**config.mk**
```make
export PLATFORM = sky130hd
export DESIGN_NAME = sio3_top
export DESIGN_NICKNAME = d
export VERILOG_FILES = /design/src/inc/sio3_pkg.sv /design/src/sio3_top.sv
export SDC_FILE = /design/constraint.sdc
export NUM_CORES = 1
export LEC_CHECK = 0
export ABC_CLOCK_PERIOD_IN_PS = 1600
export BUFFER_PORTS_ARGS = -buffer_cell sky130_fd_sc_hd__buf_2
export CAP_MARGIN = 40
export CORE_UTILIZATION = 50
export DETAILED_ROUTE_END_ITERATION = 8
export PLACE_DENSITY = 0.71
export SLEW_MARGIN = 20
export SYNTH_ARGS = -nofsm -noshare
export SYNTH_HDL_FRONTEND = slang
export SYNTH_HIERARCHICAL = 1
export SYNTH_SLANG_ARGS = --single-unit
```
**constraint.sdc**
```tcl
create_clock -name ref_clk -period 1.6 [get_ports ref_clk]
set_input_delay 0.16 -clock ref_clk [delete_from_list [all_inputs] [get_ports ref_clk]]
set_output_delay 0.16 -clock ref_clk [all_outputs]
set_load 0.05 [all_outputs]
```
**src/inc/sio3_pkg.sv**
```systemverilog
/*
 constants and carrier types for the three-wire clocked serial port.
 assumes a 50 MHz ref_clk; all timing counts derive from that rate.
*/
// Function
// [RULE_01] shift msb out on each clock fall
// [RULE_02] sample input into lsb on each rise
// [RULE_03] master: writing data starts the transfer
// [RULE_04] slave: clock pin released, wait for master
// [RULE_05] request flag set at eighth clock rise
// [RULE_06] master clock stops high after eighth rise
// [RULE_07] push-pull output from latch; flags force it
// [RULE_08] software leaves latch flags alone mid-transfer
// [RULE_09] both upper mode bits zero select three-wire
// [RULE_10] enabled with source one: internal clock, master
// [RULE_11] enabled with source zero: external clock, slave
// [RULE_12] software sets data pin output, latch zero
// [RULE_13] software sets clock pin output, latch one
// [RULE_14] written data starts at once, eight bits out
// [RULE_15] enable after write does not start transfer
// [RULE_16] software enables interrupts and permit flag
// [RULE_17] accepted request branches to serial vector
// [RULE_18] idle: shift register holds, counter stays zero
package sio3_pkg;
    localparam int SIO3_WIDTH = 8;
    localparam int SIO3_FIFO_DEPTH = 8;
    localparam int SIO3_CLK_PERIOD_NS = 20;
    // half period of the internally generated shift clock
    localparam int SIO3_SCK_HALF_NS = 400;
    localparam int SIO3_SCK_HALF_CYC =
        (SIO3_SCK_HALF_NS + SIO3_CLK_PERIOD_NS - 1) / SIO3_CLK_PERIOD_NS;
    localparam logic [3:0] SIO3_LAST_BIT = 4'h7;
    localparam logic [3:0] SIO3_CNT_RST = 4'h0;
    localparam logic [7:0] SIO3_SR_RST = 8'h00;
    localparam logic SIO3_SO_RST = 1'b1;
    localparam logic SIO3_SCK_IDLE = 1'b1;
    // arbitrary value, system integration sets the real vector
    localparam logic [7:0] SIO3_VECTOR = 8'h2A;

    typedef struct packed {
        logic serial_if_enable_flag;
        logic mode_select_bit2;
        logic mode_select_bit1;
        logic clock_source_select;
    } sio3_ctrl_t;

    typedef struct packed {
        logic bus_release_trigger_flag;
        logic command_trigger_flag;
    } sio3_trig_t;

    typedef enum logic [1:0] {
        SIO3_IDLE = 2'b00,
        SIO3_SHIFT = 2'b01
    } sio3_state_t;
endpackage : sio3_pkg

```
**src/sio3_top.sv**
```systemverilog
/*
 three-wire serial port: 8-word transmit fifo, 8-bit shifter, master clock
 generator, slave edge detection, sticky request flag.
 assumes pins arrive asynchronous to ref_clk; clock pin tristate resolved
 outside from serial_clock_pin_oe.
*/
module sio3_fifo
    import sio3_pkg::*;
#(
    parameter int WIDTH = SIO3_WIDTH,
    parameter int DEPTH = SIO3_FIFO_DEPTH
)
(
    // clock and control
    input wire logic clk,
    input wire logic rst_n,
    input wire logic ce,
    input wire logic flush,
    // fill side
    input wire logic in_valid,
    output logic in_ready,
    input wire logic [WIDTH-1:0] in_data,
    // drain side
    output logic out_valid,
    input wire logic out_ready,
    output logic [WIDTH-1:0] out_data
);
    localparam int AW = (DEPTH > 1) ? $clog2(DEPTH) : 1;
    localparam logic [AW:0] FULL = (AW + 1)'(DEPTH);
    localparam logic [AW-1:0] LAST = AW'(DEPTH - 1);

    logic [WIDTH-1:0] mem [DEPTH];
    logic [AW-1:0] wr_r;
    logic [AW-1:0] rd_r;
    logic [AW:0] cnt_r;
    logic [AW:0] cnt_nxt;
    logic push;
    logic pop;

    assign push = in_valid && in_ready && !flush;
    assign pop = out_valid && out_ready && !flush;
    assign out_data = mem[rd_r];

    always_comb
    begin
        cnt_nxt = cnt_r;
        if (flush)
        begin
            cnt_nxt = '0;
        end
        else if (push && !pop)
        begin
            cnt_nxt = cnt_r + 1'b1;
        end
        else if (pop && !push)
        begin
            cnt_nxt = cnt_r - 1'b1;
        end
    end

    always_ff @(posedge clk)
    begin
        if (ce && push)
        begin
            mem[wr_r] <= in_data;
        end
    end

    always_ff @(posedge clk or negedge rst_n)
    begin
        if (!rst_n)
        begin
            wr_r <= '0;
            rd_r <= '0;
        end
        else if (ce)
        begin
            if (flush)
            begin
                wr_r <= '0;
                rd_r <= '0;
            end
            else
            begin
                if (push)
                begin
                    wr_r <= (wr_r == LAST) ? '0 : wr_r + 1'b1;
                end
                if (pop)
                begin
                    rd_r <= (rd_r == LAST) ? '0 : rd_r + 1'b1;
                end
            end
        end
    end

    // flags registered so the top sees them straight from flops
    always_ff @(posedge clk or negedge rst_n)
    begin
        if (!rst_n)
        begin
            cnt_r <= '0;
            in_ready <= 1'b0;
            out_valid <= 1'b0;
        end
        else if (ce)
        begin
            cnt_r <= cnt_nxt;
            in_ready <= (cnt_nxt != FULL);
            out_valid <= (cnt_nxt != '0);
        end
    end
endmodule : sio3_fifo

module sio3_top
    import sio3_pkg::*;
#(
    parameter int SCK_HALF_CYC = SIO3_SCK_HALF_CYC,
    parameter int FIFO_DEPTH = SIO3_FIFO_DEPTH
)
(
    // clock, reset, enable
    input wire logic ref_clk,
    input wire logic nrst,
    input wire logic clk_en,
    // configuration and software flags
    input wire sio3_ctrl_t ctrl,
    input wire sio3_trig_t trig,
    input wire logic serial_irq_permit_flag,
    input wire logic global_interrupt_enable,
    input wire logic irq_accept,
    // transmit stream into the fifo
    input wire logic tx_valid,
    output logic tx_ready,
    input wire logic [SIO3_WIDTH-1:0] tx_data,
    // received byte and status
    output logic [SIO3_WIDTH-1:0] rx_data_r,
    output logic rx_valid_r,
    output logic busy_r,
    output logic serial_irq_request_flag,
    output logic cpu_irq_r,
    output logic [7:0] irq_vector_r,
    // pins
    input wire logic serial_clock_pin_i,
    output logic serial_clock_pin_o,
    output logic serial_clock_pin_oe,
    input wire logic serial_data_in_pin,
    output logic serial_data_out_pin
);
    localparam logic [7:0] HALF_LAST = 8'(SCK_HALF_CYC - 1);

    logic rst_s1_r;
    logic rst_n;
    logic sck_s1_r;
    logic sck_s2_r;
    logic sck_s3_r;
    logic si_s1_r;
    logic si_s2_r;
    sio3_state_t state_r;
    logic [SIO3_WIDTH-1:0] sr_r;
    logic [3:0] cnt_r;
    logic [7:0] div_r;
    logic three_wire;
    logic active;
    logic master;
    logic fall_ev;
    logic rise_ev;
    logic done_ev;
    logic start;
    logic fifo_valid;
    logic [SIO3_WIDTH-1:0] fifo_data;

    // reset released through two flops
    always_ff @(posedge ref_clk or negedge nrst)
    begin
        if (!nrst)
        begin
            rst_s1_r <= 1'b0;
            rst_n <= 1'b0;
        end
        else
        begin
            rst_s1_r <= 1'b1;
            rst_n <= rst_s1_r;
        end
    end

    // pin synchronisers; third clock flop only for edge detection
    always_ff @(posedge ref_clk or negedge rst_n)
    begin
        if (!rst_n)
        begin
            sck_s1_r <= SIO3_SCK_IDLE;
            sck_s2_r <= SIO3_SCK_IDLE;
            sck_s3_r <= SIO3_SCK_IDLE;
            si_s1_r <= 1'b0;
            si_s2_r <= 1'b0;
        end
        else if (clk_en)
        begin
            sck_s1_r <= serial_clock_pin_i;
            sck_s2_r <= sck_s1_r;
            sck_s3_r <= sck_s2_r;
            si_s1_r <= serial_data_in_pin;
            si_s2_r <= si_s1_r;
        end
    end

    assign three_wire = !ctrl.mode_select_bit2 && !ctrl.mode_select_bit1; // [RULE_09]
    assign active = ctrl.serial_if_enable_flag && three_wire;
    assign master = ctrl.clock_source_select; // [RULE_10] [RULE_11]
    assign start = (state_r == SIO3_IDLE) && active && fifo_valid; // [RULE_03] [RULE_14]

    // master edges come from the divider, slave edges from the pin
    always_comb
    begin
        fall_ev = 1'b0;
        rise_ev = 1'b0;
        if (state_r == SIO3_SHIFT)
        begin
            if (master)
            begin
                fall_ev = (div_r == HALF_LAST) && serial_clock_pin_o;
                rise_ev = (div_r == HALF_LAST) && !serial_clock_pin_o;
            end
            else
            begin
                fall_ev = sck_s3_r && !sck_s2_r; // [RULE_04] [RULE_11]
                rise_ev = !sck_s3_r && sck_s2_r;
            end
        end
    end
    assign done_ev = rise_ev && (cnt_r == SIO3_LAST_BIT); // [RULE_05]

    // bytes written while disabled are flushed, so a late enable starts nothing
    sio3_fifo #(
        .WIDTH(SIO3_WIDTH),
        .DEPTH(FIFO_DEPTH)
    ) u_fifo (
        .clk(ref_clk),
        .rst_n(rst_n),
        .ce(clk_en),
        .flush(!active), // [RULE_15]
        .in_valid(tx_valid),
        .in_ready(tx_ready),
        .in_data(tx_data),
        .out_valid(fifo_valid),
        .out_ready(start),
        .out_data(fifo_data)
    );

    // transfer sequencing and shifter
    always_ff @(posedge ref_clk or negedge rst_n)
    begin
        if (!rst_n)
        begin
            state_r <= SIO3_IDLE;
            sr_r <= SIO3_SR_RST;
            cnt_r <= SIO3_CNT_RST;
        end
        else if (clk_en)
        begin
            unique case (state_r)
                SIO3_IDLE:
                begin
                    cnt_r <= SIO3_CNT_RST; // [RULE_18]
                    if (start)
                    begin
                        sr_r <= fifo_data; // [RULE_03]
                        state_r <= SIO3_SHIFT;
                    end
                end
                SIO3_SHIFT:
                begin
                    if (!active)
                    begin
                        state_r <= SIO3_IDLE; // [RULE_18]
                        cnt_r <= SIO3_CNT_RST;
                    end
                    else if (rise_ev)
                    begin
                        sr_r <= {sr_r[SIO3_WIDTH-2:0], si_s2_r}; // [RULE_02]
                        cnt_r <= cnt_r + 4'h1;
                        if (done_ev)
                        begin
                            state_r <= SIO3_IDLE;
                            cnt_r <= SIO3_CNT_RST;
                        end
                    end
                end
            endcase
        end
    end

    // internal shift clock; parks high after the eighth rise
    always_ff @(posedge ref_clk or negedge rst_n)
    begin
        if (!rst_n)
        begin
            div_r <= 8'h00;
            serial_clock_pin_o <= SIO3_SCK_IDLE;
            serial_clock_pin_oe <= 1'b0;
        end
        else if (clk_en)
        begin
            serial_clock_pin_oe <= active && master; // [RULE_04] [RULE_10]
            if (state_r != SIO3_SHIFT || !master || !active)
            begin
                div_r <= 8'h00;
                serial_clock_pin_o <= SIO3_SCK_IDLE; // [RULE_06]
            end
            else if (div_r == HALF_LAST)
            begin
                div_r <= 8'h00;
                serial_clock_pin_o <= !serial_clock_pin_o;
            end
            else
            begin
                div_r <= div_r + 8'h01;
            end
        end
    end

    // output latch: shifter owns it mid-transfer, flags only when idle
    always_ff @(posedge ref_clk or negedge rst_n)
    begin
        if (!rst_n)
        begin
            serial_data_out_pin <= SIO3_SO_RST;
        end
        else if (clk_en)
        begin
            if (fall_ev)
            begin
                serial_data_out_pin <= sr_r[SIO3_WIDTH-1]; // [RULE_01] [RULE_07]
            end
            else if (state_r == SIO3_IDLE && trig.bus_release_trigger_flag)
            begin
                serial_data_out_pin <= 1'b1; // [RULE_07] [RULE_08]
            end
            else if (state_r == SIO3_IDLE && trig.command_trigger_flag)
            begin
                serial_data_out_pin <= 1'b0; // [RULE_07]
            end
        end
    end

    // completion status and request; a new completion beats the clear
    always_ff @(posedge ref_clk or negedge rst_n)
    begin
        if (!rst_n)
        begin
            serial_irq_request_flag <= 1'b0;
            cpu_irq_r <= 1'b0;
            irq_vector_r <= 8'h00;
            rx_data_r <= SIO3_SR_RST;
            rx_valid_r <= 1'b0;
            busy_r <= 1'b0;
        end
        else if (clk_en)
        begin
            busy_r <= (state_r == SIO3_SHIFT) || start;
            rx_valid_r <= done_ev;
            if (done_ev)
            begin
                rx_data_r <= {sr_r[SIO3_WIDTH-2:0], si_s2_r};
            end
            if (done_ev)
            begin
                serial_irq_request_flag <= 1'b1; // [RULE_05]
            end
            else if (irq_accept)
            begin
                serial_irq_request_flag <= 1'b0;
            end
            // request reaches the cpu only with both enables set
            cpu_irq_r <= (serial_irq_request_flag || done_ev) && serial_irq_permit_flag
                && global_interrupt_enable && !(irq_accept && !done_ev);
            if (irq_accept && cpu_irq_r)
            begin
                irq_vector_r <= SIO3_VECTOR; // [RULE_17]
            end
        end
    end
endmodule : sio3_top

```
=== Word level (Yosys, flattened, before mapping) ===
Memories as Yosys holds them, arrays and structs flattened.
Cells that the tools add are included.

* Add/subtract/negate cells: 6
* Multiply operators: 0
* Divide/modulo/power cells: 0
* $lt $le $gt $ge: 0
* Equality and inequality tests: 14
* Shifts and indexed selects: 0
* Multiplexer cells: 37
* Bitwise operators: 0
* Reduce and logical (&&, ||, !) cells: 54

{| class="wikitable"
|+ Operator list
! cell !! count
|-
| $mux W8 || 5
|-
| $logic_and A1 B1 Y1 || 24
|-
| $mux W4 || 6
|-
| $mux W3 || 6
|-
| $pmux W8 S2 || 1
|-
| $reduce_and A2 Y1 || 8
|-
| $mux W1 || 13
|-
| $logic_not A1 Y1 || 11
|-
| $add A4 B1 Y4 const B || 2
|-
| $add A8 B1 Y8 const B || 1
|-
| $eq A8 B5 Y1 const B || 1
|-
| $mux W2 || 4
|-
| $pmux W4 S2 || 1
|-
| $reduce_and A4 Y1 || 2
|-
| $add A3 B1 Y3 const B || 2
|-
| $eq A3 B3 Y1 const B || 2
|-
| $ne A2 B1 Y1 const B || 3
|-
| $ne A2 B2 Y1 const B || 3
|-
| $ne A3 B3 Y1 const B || 2
|-
| $eq A4 B3 Y1 const B || 1
|-
| $logic_or A1 B1 Y1 || 4
|-
| $ne A4 B4 Y1 const B || 1
|-
| $pmux W2 S2 || 1
|-
| $reduce_bool A2 Y1 || 2
|-
| other kinds (5) || 5
|}

* Register bits after elaboration: 57
* Bits in latches: 0
* Memory bits (writable): 64
* Bits in read-only memories: 0
* Bits of input ports: 23
* Output and inout port bits: 24
* Memories: 1

{| class="wikitable"
|+ Memories
! name !! words !! width !! read ports !! clocked after Yosys merged registers in !! write ports !! line !! text
|-
| u_fifo.mem || 8 || 8 || 1 || 0 || 1 || sio3_top.sv:32 || <nowiki>logic [WIDTH-1:0] mem [DEPTH];</nowiki>
|}

=== Logic depth before layout (Yosys ltp) ===
Gate-level depths: netlist of the first run.

* Depth in word-level cells: 12
* Gate-level depth with buffers: 8
* Gate-level depth less buffers: 8

=== Cells and area by module ===
Netlist of the first run, hierarchy kept.

{| class="wikitable"
|+ Modules (own cells, without submodules)
! module !! instances !! cells an instance !! area each (um2)
|-
| sio3_fifo || 1 || 185 || 3,253.1
|-
| sio3_top || 1 || 183 || 2,204.6
|}

=== Worst setup path after synthesis of the first run ===
Ideal clock, no wire load.

* Kind: register -> register
* From: register u_fifo.in_ready
* To: memory u_fifo/mem[0][0] (netlist bit), enable pin
* Library setup time: 0.383 ns
* Arrival time: 1.956 ns
* Required time: 1.217 ns
* Setup slack: -0.739 ns
* Cell stages (with the launch flop): 5
* Path buffers: 1
* Clock period less this slack: 2.339 ns
* Path through: dfrtp_1 nand2_2 buf_6 or3_1 nor3_1

* Longest elaborated chain between the ends: 5

{| class="wikitable"
|+ RTL lines
! element !! line !! text
|-
| start, declared || sio3_top.sv:21 || <nowiki>output logic in_ready,</nowiki>
|-
| start signal, assigned || sio3_top.sv:109 || <nowiki>in_ready <= (cnt_nxt != FULL);</nowiki>
|-
| $logic_and A1 B1 Y1 (2 in a row) || sio3_top.sv:40 || <nowiki>assign push = in_valid && in_ready && !flush;</nowiki>
|-
| $logic_and A1 B1 Y1 || sio3_top.sv:63 || <nowiki>if (ce && push)</nowiki>
|-
| $mux W1 || sio3_top.sv:63 ||
|-
| $mux W1 (not written as such) || sio3_top.sv:65 || <nowiki>mem[wr_r] <= in_data;</nowiki>
|-
| end, declared || sio3_top.sv:32 ||
|}

Every way passes these cells.

=== Final worst setup path of the first run ===
* From: register u_fifo.rd_r[0]
* To: register sr_r[2]

* Longest elaborated chain between the ends: 3

{| class="wikitable"
|+ RTL lines
! element !! line !! text
|-
| start, declared || sio3_top.sv:34 || <nowiki>logic [AW-1:0] rd_r;</nowiki>
|-
| start signal, assigned || sio3_top.sv:91 || <nowiki>rd_r <= (rd_r == LAST) ? '0 : rd_r + 1'b1;</nowiki>
|-
| $mem_v2 Z8 W8 || n/a ||
|-
| via fifo_data[2] || sio3_top.sv:171 || <nowiki>logic [SIO3_WIDTH-1:0] fifo_data;</nowiki>
|-
| $mux W8 || sio3_top.sv:267 || <nowiki>if (start)</nowiki>
|-
| $pmux W8 S2 || sio3_top.sv:263 || <nowiki>unique case (state_r)</nowiki>
|-
| end signal, assigned || sio3_top.sv:269 || <nowiki>sr_r <= fifo_data;</nowiki>
|-
| end signal, assigned || sio3_top.sv:282 || <nowiki>sr_r <= {sr_r[SIO3_WIDTH-2:0], si_s2_r};</nowiki>
|-
| end, declared || sio3_top.sv:160 || <nowiki>logic [SIO3_WIDTH-1:0] sr_r;</nowiki>
|}

The timed path passes the listed nets, and every way through them passes these cells. The select of a mux whose other input is x is not followed.
A chain may end at the register's enable or synchronous reset.

==> results.toml, run 1 <==
[outcome]
outcome = "finished, violations left"
failed_checks = "setup timing"

[worst_hold_path]
hold_class = "in -> reg"
worstHoldStart = "clk_en"
hold-path-endpoint = "u_fifo/cnt_r[1]$_DFFE_PN0P_"
hold_depth = 3

[clocking]
worstSkewPairLatency_ps = 510
htreeDepth = 4
cts_sinks = 120
cts_made_buffers = 17
clock_path_buffers = 2
cts-root-buf = "clkbuf_8"
clkTransAtPathRegs_ps = 60
cts_tree = "done"

[yosys]
synthDistinctLibCells = 63
synth_seq_cells = 120
async_flop_share = 0.467
synth_cells = 368
synth_top_area_cell = "edfxtp_1"
synth_warnings = 6
syn_area_per_cell_um2 = 14.8
synth_edf_count = 64
netlist_area_mm2 = 0.00546
synth_common_cells = "edfxtp_1 (64), dfrtp_1 (51), mux2_2 (35)"
synth_seq_area_share = 0.610
synth_top_area_frac = 0.352
yosysMostFrequentCell = "edfxtp_1"
synth.area.top_cells = "edfxtp_1 (35%), dfrtp_1 (23%), mux2_2 (7.2%)"
synthFlopType = "edfxtp_1"

[worst_setup_path]
cp-end-kind = "register"
crit_fanout = 8
r2r-end = "sr_r[2]$_DFFE_PN0P_"
r2r_start = "u_fifo/rd_r[0]$_DFFE_PN0P_"
ff2ff_path_depth = 5
setup.worst_path.start_class = "register"
worstPathArrival_ps = 2440
startpoint = "u_fifo/rd_r[0]$_DFFE_PN0P_"
cp.required_ps = 2000
r2r_setup_slack_ps = -440
crit_type = "reg -> reg"

[layout]
n_antenna_cell = 0
fin_area_mm2 = 0.00780
stdcell_count = 667
drive_above_1_share = 0.533
syn2layout_area_growth_pct = 42.9
final_nets = 549

[detailed_routing]
wire_per_inst_um = 20.6
first_iter_violations = 244
dr.pass1.iters = 4
vias = 3816
drt_wl_total_mm = 13.7
drc = 0
vias_per_cell = 5.72
final_antenna_net_count = 0

[placement]
dp_hpwl_mm = 7.88
port-buffer-count = 41
place.gp.congestion = 0.834
placedCellCount = 605
place_area_mm2 = 0.00661

[timing]
min_period_over_period = 1.28
finalSetupViolCount = 31
final.setup.worst_slack_ps = -444
rsz0062_at_grt = "yes"
finalHoldViolCount = 0
final.min_clock_period_ps = 2040
fmax_ghz = 0.489
drv_slew = 0
clock_skew_ps = 12.2
fin_setup_tns_ps = -6850

[floorplanning]
die_h_um = 106
initial_core_util = 0.522
num_rows = 37
dieArea_mm2 = 0.0113
die_width_um = 106
ios = 47
coreArea_mm2 = 0.0105

[grt]
antenna_found_initial = 0
grt_first_pass_wirelength_mm = 20.4
grt_usage = 0.246
grt.overflow.total = 0
first_global_vias = 3931
grt_start_max_net_pins = 44

[power]
irDropWorstVdd_mv = 0.692
power_density_mw_per_mm2 = 1000
p_leak_nw = 3.14
power_mw = 7.82

[run]
maxCapViolCount = 0
==> worst max path at each step <==
stage	to	depth (start not counted)	slack (ps)
after global placement	sr_r[3]$_DFFE_PN0P_	5	-400
after global routing	sr_r[3]$_DFFE_PN0P_	5	-490
final	sr_r[2]$_DFFE_PN0P_	5	-440
after detailed placement	sr_r[4]$_DFFE_PN0P_	5	-470
after floorplan	sr_r[0]$_DFFE_PN0P_	6	-430
after CTS	sr_r[3]$_DFFE_PN0P_	5	-410
==> layout make-up <==
class                           count  area [um2]
Clock inverter                     15         151
Tap cell                          136         170
Inverter                            9        33.8
Fill cell                         605        2670
Timing Repair Buffer              147        1280
Sequential cell                   120        3330
Clock buffer                       17         414
Multi-Input combinational cell    223        2420
==> per-layer routing <==
layer,track usage,vias up,share of wire
met3,0.0546,17,0.051
met5,0,-,0
li1,-,1717,-
met1,0.309,1948,0.41
met2,0.420,134,0.52
met4,0.0900,0,0.014
==> worst max-delay path, cell delays in order, from the launching register on <==
cell,delay (ps)
dfrtp_2,430
buf_12,160
mux4_2,540
mux2_4,290
mux2_4,270
mux2_4,250
==> logic make-up after synthesis <==
family          share of synthesized area
flops                               0.610
other cells                       0.00138
xor+xnor                          0.00963
simple gates                       0.0938
compound gates                     0.0837
mux                                 0.151
fa+ha+maj                          0.0183
buf+inv                            0.0319
==> through the flow <==
| stage | worst slack (ps) | util | hold WS (ps) |
|---|---|---|---|
| finish | -444 | 0.745 | 21.4 |
| global route | -489 | 0.745 | 14.1 |
| CTS | -410 | 0.720 | 4.53 |
| detailed placement | -467 | 0.632 | -47.7 |
| global placement | -402 | 0.632 | -53.9 |
| floorplan | -428 | - | -136 |
==> registers in the layout (all words and copies together) (netlist names), 3 cells and up <==
name,cells
u_fifo/rd_r,3
u_fifo/cnt_r,4
rx_data_r,8
sr_r,8
u_fifo/wr_r,3
div_r,8
u_fifo/mem,64
cnt_r,4
==> placed cells by master (no fill, tap or decap), drive strengths merged, types with 3 or more instances in the layout <==
cell and instances:
a211o 3, nor2b 3, edfxtp 64, xor2 4, ha 8, clkinv 8, dfstp 5, o21ai 8
dfrtp 51, nand3 12, a22oi 6, nand4 3, dlygate4sd3 17, o31ai 3, mux2i 3, clkinvlp 3
clkbuf 18, nand2b 7, inv 11, mux4 16, a21oi 6, nor2 22, mux2 38, a31oi 4
and3 5, conb 6, nor3b 3, nand2 12, o2bb2ai 14, buf 129, nor3 7
==> repair_timing <==
item	in CTS	in global routing
pin swaps	15	18
setup buffers	5	6
resized for setup	36	45
endpoints found under the setup margin	29	47
cloned	2	0
hold endpoints to repair	73	0
hold buffers	17	0
==> power breakdown <==
| part | switching [mW] | total, mW | leakage [nW] | internal (mW) |
|---|---|---|---|---|
| clock | 1.38 | 3.59 | 0.268 | 2.21 |
| combinational | 0.343 | 0.696 | 1.57 | 0.354 |
| sequential | 0.139 | 3.53 | 1.30 | 3.39 |
No activity file was read; power rests on OpenSTA's default activity.
==> inputs of run 2 (changes only) <==
- ABC_AREA: not set -> 1
==> results.toml, run 2 <==
[layout]
final_nets = 700
largest_reg_flops = 64
post-route-util = 0.689
multiInputGateArea_mm2 = 0.00202
mostFrequentLayoutCells = "nand2_1 (156), edfxtp_1 (64), nor2_1 (52), dfrtp_1 (48), buf_4 (42)"
drive_above_1_share = 0.295
top_register = "u_fifo/mem"
final_common_cell = "nand2_1"
seq_area_mm2 = 0.00333
n_antenna_cell = 0
fillers = 760
syn2layout_area_growth_pct = 32.4

[yosys]
synthFlopType = "edfxtp_1"
synth.area.top_cells = "edfxtp_1 (35%), dfrtp_1 (23%), nand2_1 (11%)"
synthDistinctLibCells = 40
syn_area_per_cell_um2 = 9.81
synth_cells = 555
netlist_area_mm2 = 0.00545
synth_top_area_cell = "edfxtp_1"
yosysMostFrequentCell = "nand2_1"
synth_common_cells = "nand2_1 (161), edfxtp_1 (64), nor2_1 (58)"
synth_warnings = 6
synth_edf_count = 64
synth_seq_cells = 120
async_flop_share = 0.467
synth_top_area_frac = 0.353
synth_seq_area_share = 0.611

[timing]
finalHoldViolCount = 0
drv_slew = 0
rsz0062_at_grt = "yes"
final.setup.worst_slack_ps = 40.4
clock_skew_ps = 6.97
fin_setup_tns_ps = 0
fmax_ghz = 0.641
finalSetupViolCount = 0
min_period_over_period = 0.975
final.min_clock_period_ps = 1560

[floorplanning]
initial_core_util = 0.520
coreArea_mm2 = 0.0105
ios = 47
num_rows = 37
die_width_um = 106
dieArea_mm2 = 0.0113
die_h_um = 106

[worst_setup_path]
r2r-end = "u_fifo/in_ready$_DFFE_PN0P_"
slowest_delay_ps = 400
critPathSlowestCell = "dfrtp_1"
ff2ff_path_depth = 10
cp_cell_sequence = "buf_4 > buf_6 > nand2_4 > nand4_1 > nand2_1 > nand2_1 > nand3_2 > nand3_2 > nor2_4 > nor2_1"
startpoint = "u_fifo/out_valid$_DFFE_PN0P_"
worstPathArrival_ps = 1970
r2r_start = "u_fifo/out_valid$_DFFE_PN0P_"
cp.required_ps = 2010
crit_fanout = 4
crit_type = "reg -> reg"
setup.worst_path.start_class = "register"
r2r_setup_slack_ps = 40
cp-end-kind = "register"

[grt]
grt_first_pass_wirelength_mm = 19.0
antenna_found_initial = 0
grt_start_max_net_pins = 27
grt_usage = 0.221
first_global_vias = 4079
grt.overflow.total = 0

[detailed_routing]
wire_per_inst_um = 14.6
dr.pass1.iters = 5
first_iter_violations = 325
drc = 0
wl_met1_mm = 5.09
vias_per_cell = 5.25
final_antenna_net_count = 0
vias = 4298
dr_wl_met3_um = 641
wl_met2_mm = 6.06
drt_wl_total_mm = 12.0
maxUsedRoutingLayer = "met4"

[run]
maxCapViolCount = 0

[clocking]
worstSkewPairLatency_ps = 520
cts_made_buffers = 17
cts_sinks = 120
clkTransAtPathRegs_ps = 60
cts_tree = "done"
htreeDepth = 4
cts-root-buf = "clkbuf_8"
clock_path_buffers = 2

[placement]
dp_hpwl_mm = 7.88
pre_cts_slack_ps = -125
place.gp.congestion = 0.896
port-buffer-count = 41

[power]
p_leak_nw = 3.26
irDropWorstVdd_mv = 0.833
power_density_mw_per_mm2 = 1120

[worst_hold_path]
hold_class = "in -> reg"
hold_depth = 6
hold-path-endpoint = "serial_data_out_pin$_DFFE_PN1P_"
worstHoldStart = "trig[0]"

[outcome]
outcome = "completed"
## run 2: layout make-up
class	count	area share
multi-input cells	380	0.281
inverters	37	0.0205
well taps	136	0.0236
repair buffers	113	0.129
clock buffers	17	0.0574
flip-flops and latches	120	0.462
clock inverters	15	0.0262
## run 2: how the worst max path moves through the flow
stage / end / cells past startpoint
after floorplan: u_fifo/mem[3][0]$_DFFE_PP_ / 6
after global placement: u_fifo/in_ready$_DFFE_PN0P_ / 15
after detailed placement: u_fifo/in_ready$_DFFE_PN0P_ / 15
after CTS: u_fifo/in_ready$_DFFE_PN0P_ / 11
after global routing: sr_r[5]$_DFFE_PN0P_ / 11
final: u_fifo/in_ready$_DFFE_PN0P_ / 10
## run 2: layer usage
layer,track usage,vias to the layer above
li1,-,2090
met1,0.275,2052
met2,0.369,138
met3,0.0497,18
met4,0.0942,0
met5,0,-
## run 2: through the flow
step | area, um2 | total power, mW | cells | hold WS [ps]
floorplan | 5490 | 3.94 | 559 | -136
global placement | 6150 | 4.13 | 754 | -55.2
detailed placement | 6150 | 4.16 | 754 | -53.8
CTS | 6950 | 8.06 | 805 | 52.1
global route | 7210 | 8.32 | 818 | 112
finish | 7210 | 8.06 | 818 | 72.8
## run 2: critical path, delay by kind of cell, from the launching register on
family | cells | cell delay (ps)
flip-flops | 1 | 400
buffers and inverters | 2 | 260
AND/OR/NAND/NOR | 8 | 790
## run 2: cells by family (layout without fill, tap and decap cells)
logic type      count (synthesis)  count (layout)  share of synthesized area
compound gates                 85              85                     0.0882
simple gates                  278             278                      0.226
xor+xnor                        3               3                    0.00483
other cells                     2               6                    0.00138
fa+ha+maj                       8               8                     0.0184
buf+inv                        59             182                     0.0501
flops                         120             120                      0.611
## run 2: timing repair
item	in CTS	in global routing
buffers inserted	1	12
hold endpoints to repair	77	0
pin swaps	0	16
gates resized for setup	3	38
setup endpoints to repair	14	25
hold buffers	18	0
gates cloned	0	1
## run 2: power by group
group	switching, mW	internal [mW]
clock network	1.47	2.41
logic	0.427	0.256
registers	0.106	3.40
==> inputs of run 3 (changes only) <==
- ABC_CLOCK_PERIOD_IN_PS: 1600 -> 1900
- HOLD_SLACK_MARGIN: not set -> 0.1
- PLACE_DENSITY: 0.71 -> 0.69
- clock period: 1.6 -> 1.9 ns (I/O delays scaled with it)
==> results.toml, run 3 (same netlist as run 2, synthesis figures left out) <==
[outcome]
outcome = "completed"

[floorplanning]
die_h_um = 106
ios = 47
num_rows = 37
die_width_um = 106
coreArea_mm2 = 0.0105
initial_core_util = 0.520
dieArea_mm2 = 0.0113

[worst_setup_path]
startpoint = "u_fifo/rd_r[1]$_DFFE_PN0P_"
crit_fanout = 17
cp_cell_sequence = "inv_2 > o21ai_0 > o22ai_1 > nand2_1 > nand2_1 > nand2_1 > nand2_1 > nand4_1 > nand2_1"
cp-end-kind = "register"
ff2ff_path_depth = 9
r2r_setup_slack_ps = 150
crit_end = "sr_r[1]$_DFFE_PN0P_"
slowest_delay_ps = 520
cp.required_ps = 2370
setup.worst_path.start_class = "register"
crit_top_cell = "nand2_1"
r2r-end = "sr_r[1]$_DFFE_PN0P_"
critPathSlowestCell = "dfrtp_1"
r2r_start = "u_fifo/rd_r[1]$_DFFE_PN0P_"
worstPathArrival_ps = 2210
crit_type = "reg -> reg"

[layout]
fillers = 827
syn2layout_area_growth_pct = 22.6
largest_reg_flops = 64
top_register = "u_fifo/mem"
final_nets = 669
final_common_cell = "nand2_1"
stdcell_count = 787
mostFrequentLayoutCells = "nand2_1 (161), edfxtp_1 (64), nor2_1 (57), dfrtp_1 (49), buf_2 (41)"
drive_above_1_share = 0.214
n_antenna_cell = 0
fin_area_mm2 = 0.00668

[detailed_routing]
vias_per_cell = 5.27
drt_wl_total_mm = 11.5
vias = 4151
final_antenna_net_count = 0
dr.pass1.iters = 5
first_iter_violations = 338
drc = 0
wire_per_inst_um = 14.6

[worst_hold_path]
hold_class = "in -> reg"

[timing]
final.setup.worst_slack_ps = 154
rsz0062_at_grt = "no"
finalSetupViolCount = 0
clock_skew_ps = 5.81
final.min_clock_period_ps = 1750
min_period_over_period = 0.919
fmax_ghz = 0.573
drv_slew = 0
finalHoldViolCount = 0
fin_setup_tns_ps = 0

[clocking]
cts_tree = "done"
clock_path_buffers = 2
post_cts_buffers = 0
cts_made_buffers = 17
cts-root-buf = "clkbuf_8"
htreeDepth = 4
cts_sinks = 120
worstSkewPairLatency_ps = 530
clkTransAtPathRegs_ps = 60

[grt]
grt_usage = 0.226
grt_first_pass_wirelength_mm = 19.1
first_global_vias = 4024
grt_start_max_net_pins = 36
antenna_found_initial = 0
grt.overflow.total = 0

[placement]
dp_hpwl_mm = 7.64
pre_cts_slack_ps = 51.7
port-buffer-count = 41
placedCellCount = 733
place.gp.congestion = 0.875
place_area_mm2 = 0.00589

[power]
irDropWorstVdd_mv = 0.775
power_mw = 6.45
power_density_mw_per_mm2 = 966
p_leak_nw = 3.00

[run]
maxCapViolCount = 0
run 3: worst max-delay path, delay by kind of cell (launching register included):
family | cells | cell delay [ps]
and+or+nand+nor | 6 | 480
DFF | 1 | 520
buffers and inverters | 1 | 310
AOI/OAI and AO/OA | 2 | 360
run 3: metal layers:
layer  vias up  global-route usage  wire length (um)
met5         -                   0                 0
met4         0               0.114               193
met3        25              0.0625               600
met2       127               0.356              5510
met1      1967               0.286              5210
li1       2032                   -                 -
run 3: worst min path at each step:
stage / to / slack, ps / cells after the start / start
6_report: cnt_r[1]$_DFFE_PN0P_ / 130 / 6 / ctrl[1]
5_1_grt: cnt_r[1]$_DFFE_PN0P_ / 120 / 5 / ctrl[3]
4_1_cts: cnt_r[1]$_DFFE_PN0P_ / 110 / 5 / ctrl[3]
3_5_place_dp: rst_s1_r$_DFF_PN0_ / -20 / 1 / nrst
3_3_place_gp: rst_s1_r$_DFF_PN0_ / -20 / 1 / nrst
2_1_floorplan: rst_n$_DFF_PN0_ / -110 / 0 / nrst
run 3: final cells by class:
class	instances	area (um2)	share of cell area
Sequential cell	120	3330	0.499
Multi-Input combinational cell	380	1880	0.282
Timing Repair Buffer	82	593	0.0888
Clock inverter	14	138	0.0206
Tap cell	136	170	0.0255
Clock buffer	18	418	0.0626
Inverter	37	145	0.0217
run 3: timing repair:
item | CTS | global route
hold buffers | 22 | 0
hold endpoints to repair | 82 | 0
endpoints found under the setup margin | 0 | 2
gates resized for setup | 0 | 3
run 3: power breakdown:
| group | internal [mW] | leakage [nW] | switching [mW] |
|---|---|---|---|
| registers | 2.86 | 1.32 | 0.0972 |
| clock network | 1.76 | 0.268 | 1.22 |
| logic | 0.174 | 1.42 | 0.336 |
| total | 4.80 | 3.00 | 1.66 |
run 3: metrics by stage:
step                hold WS (ps)   util
floorplan                   -106      -
global placement           -23.1  0.563
detailed placement         -22.4  0.563
CTS                          111  0.637
global route                 125  0.638
finish                       130  0.638
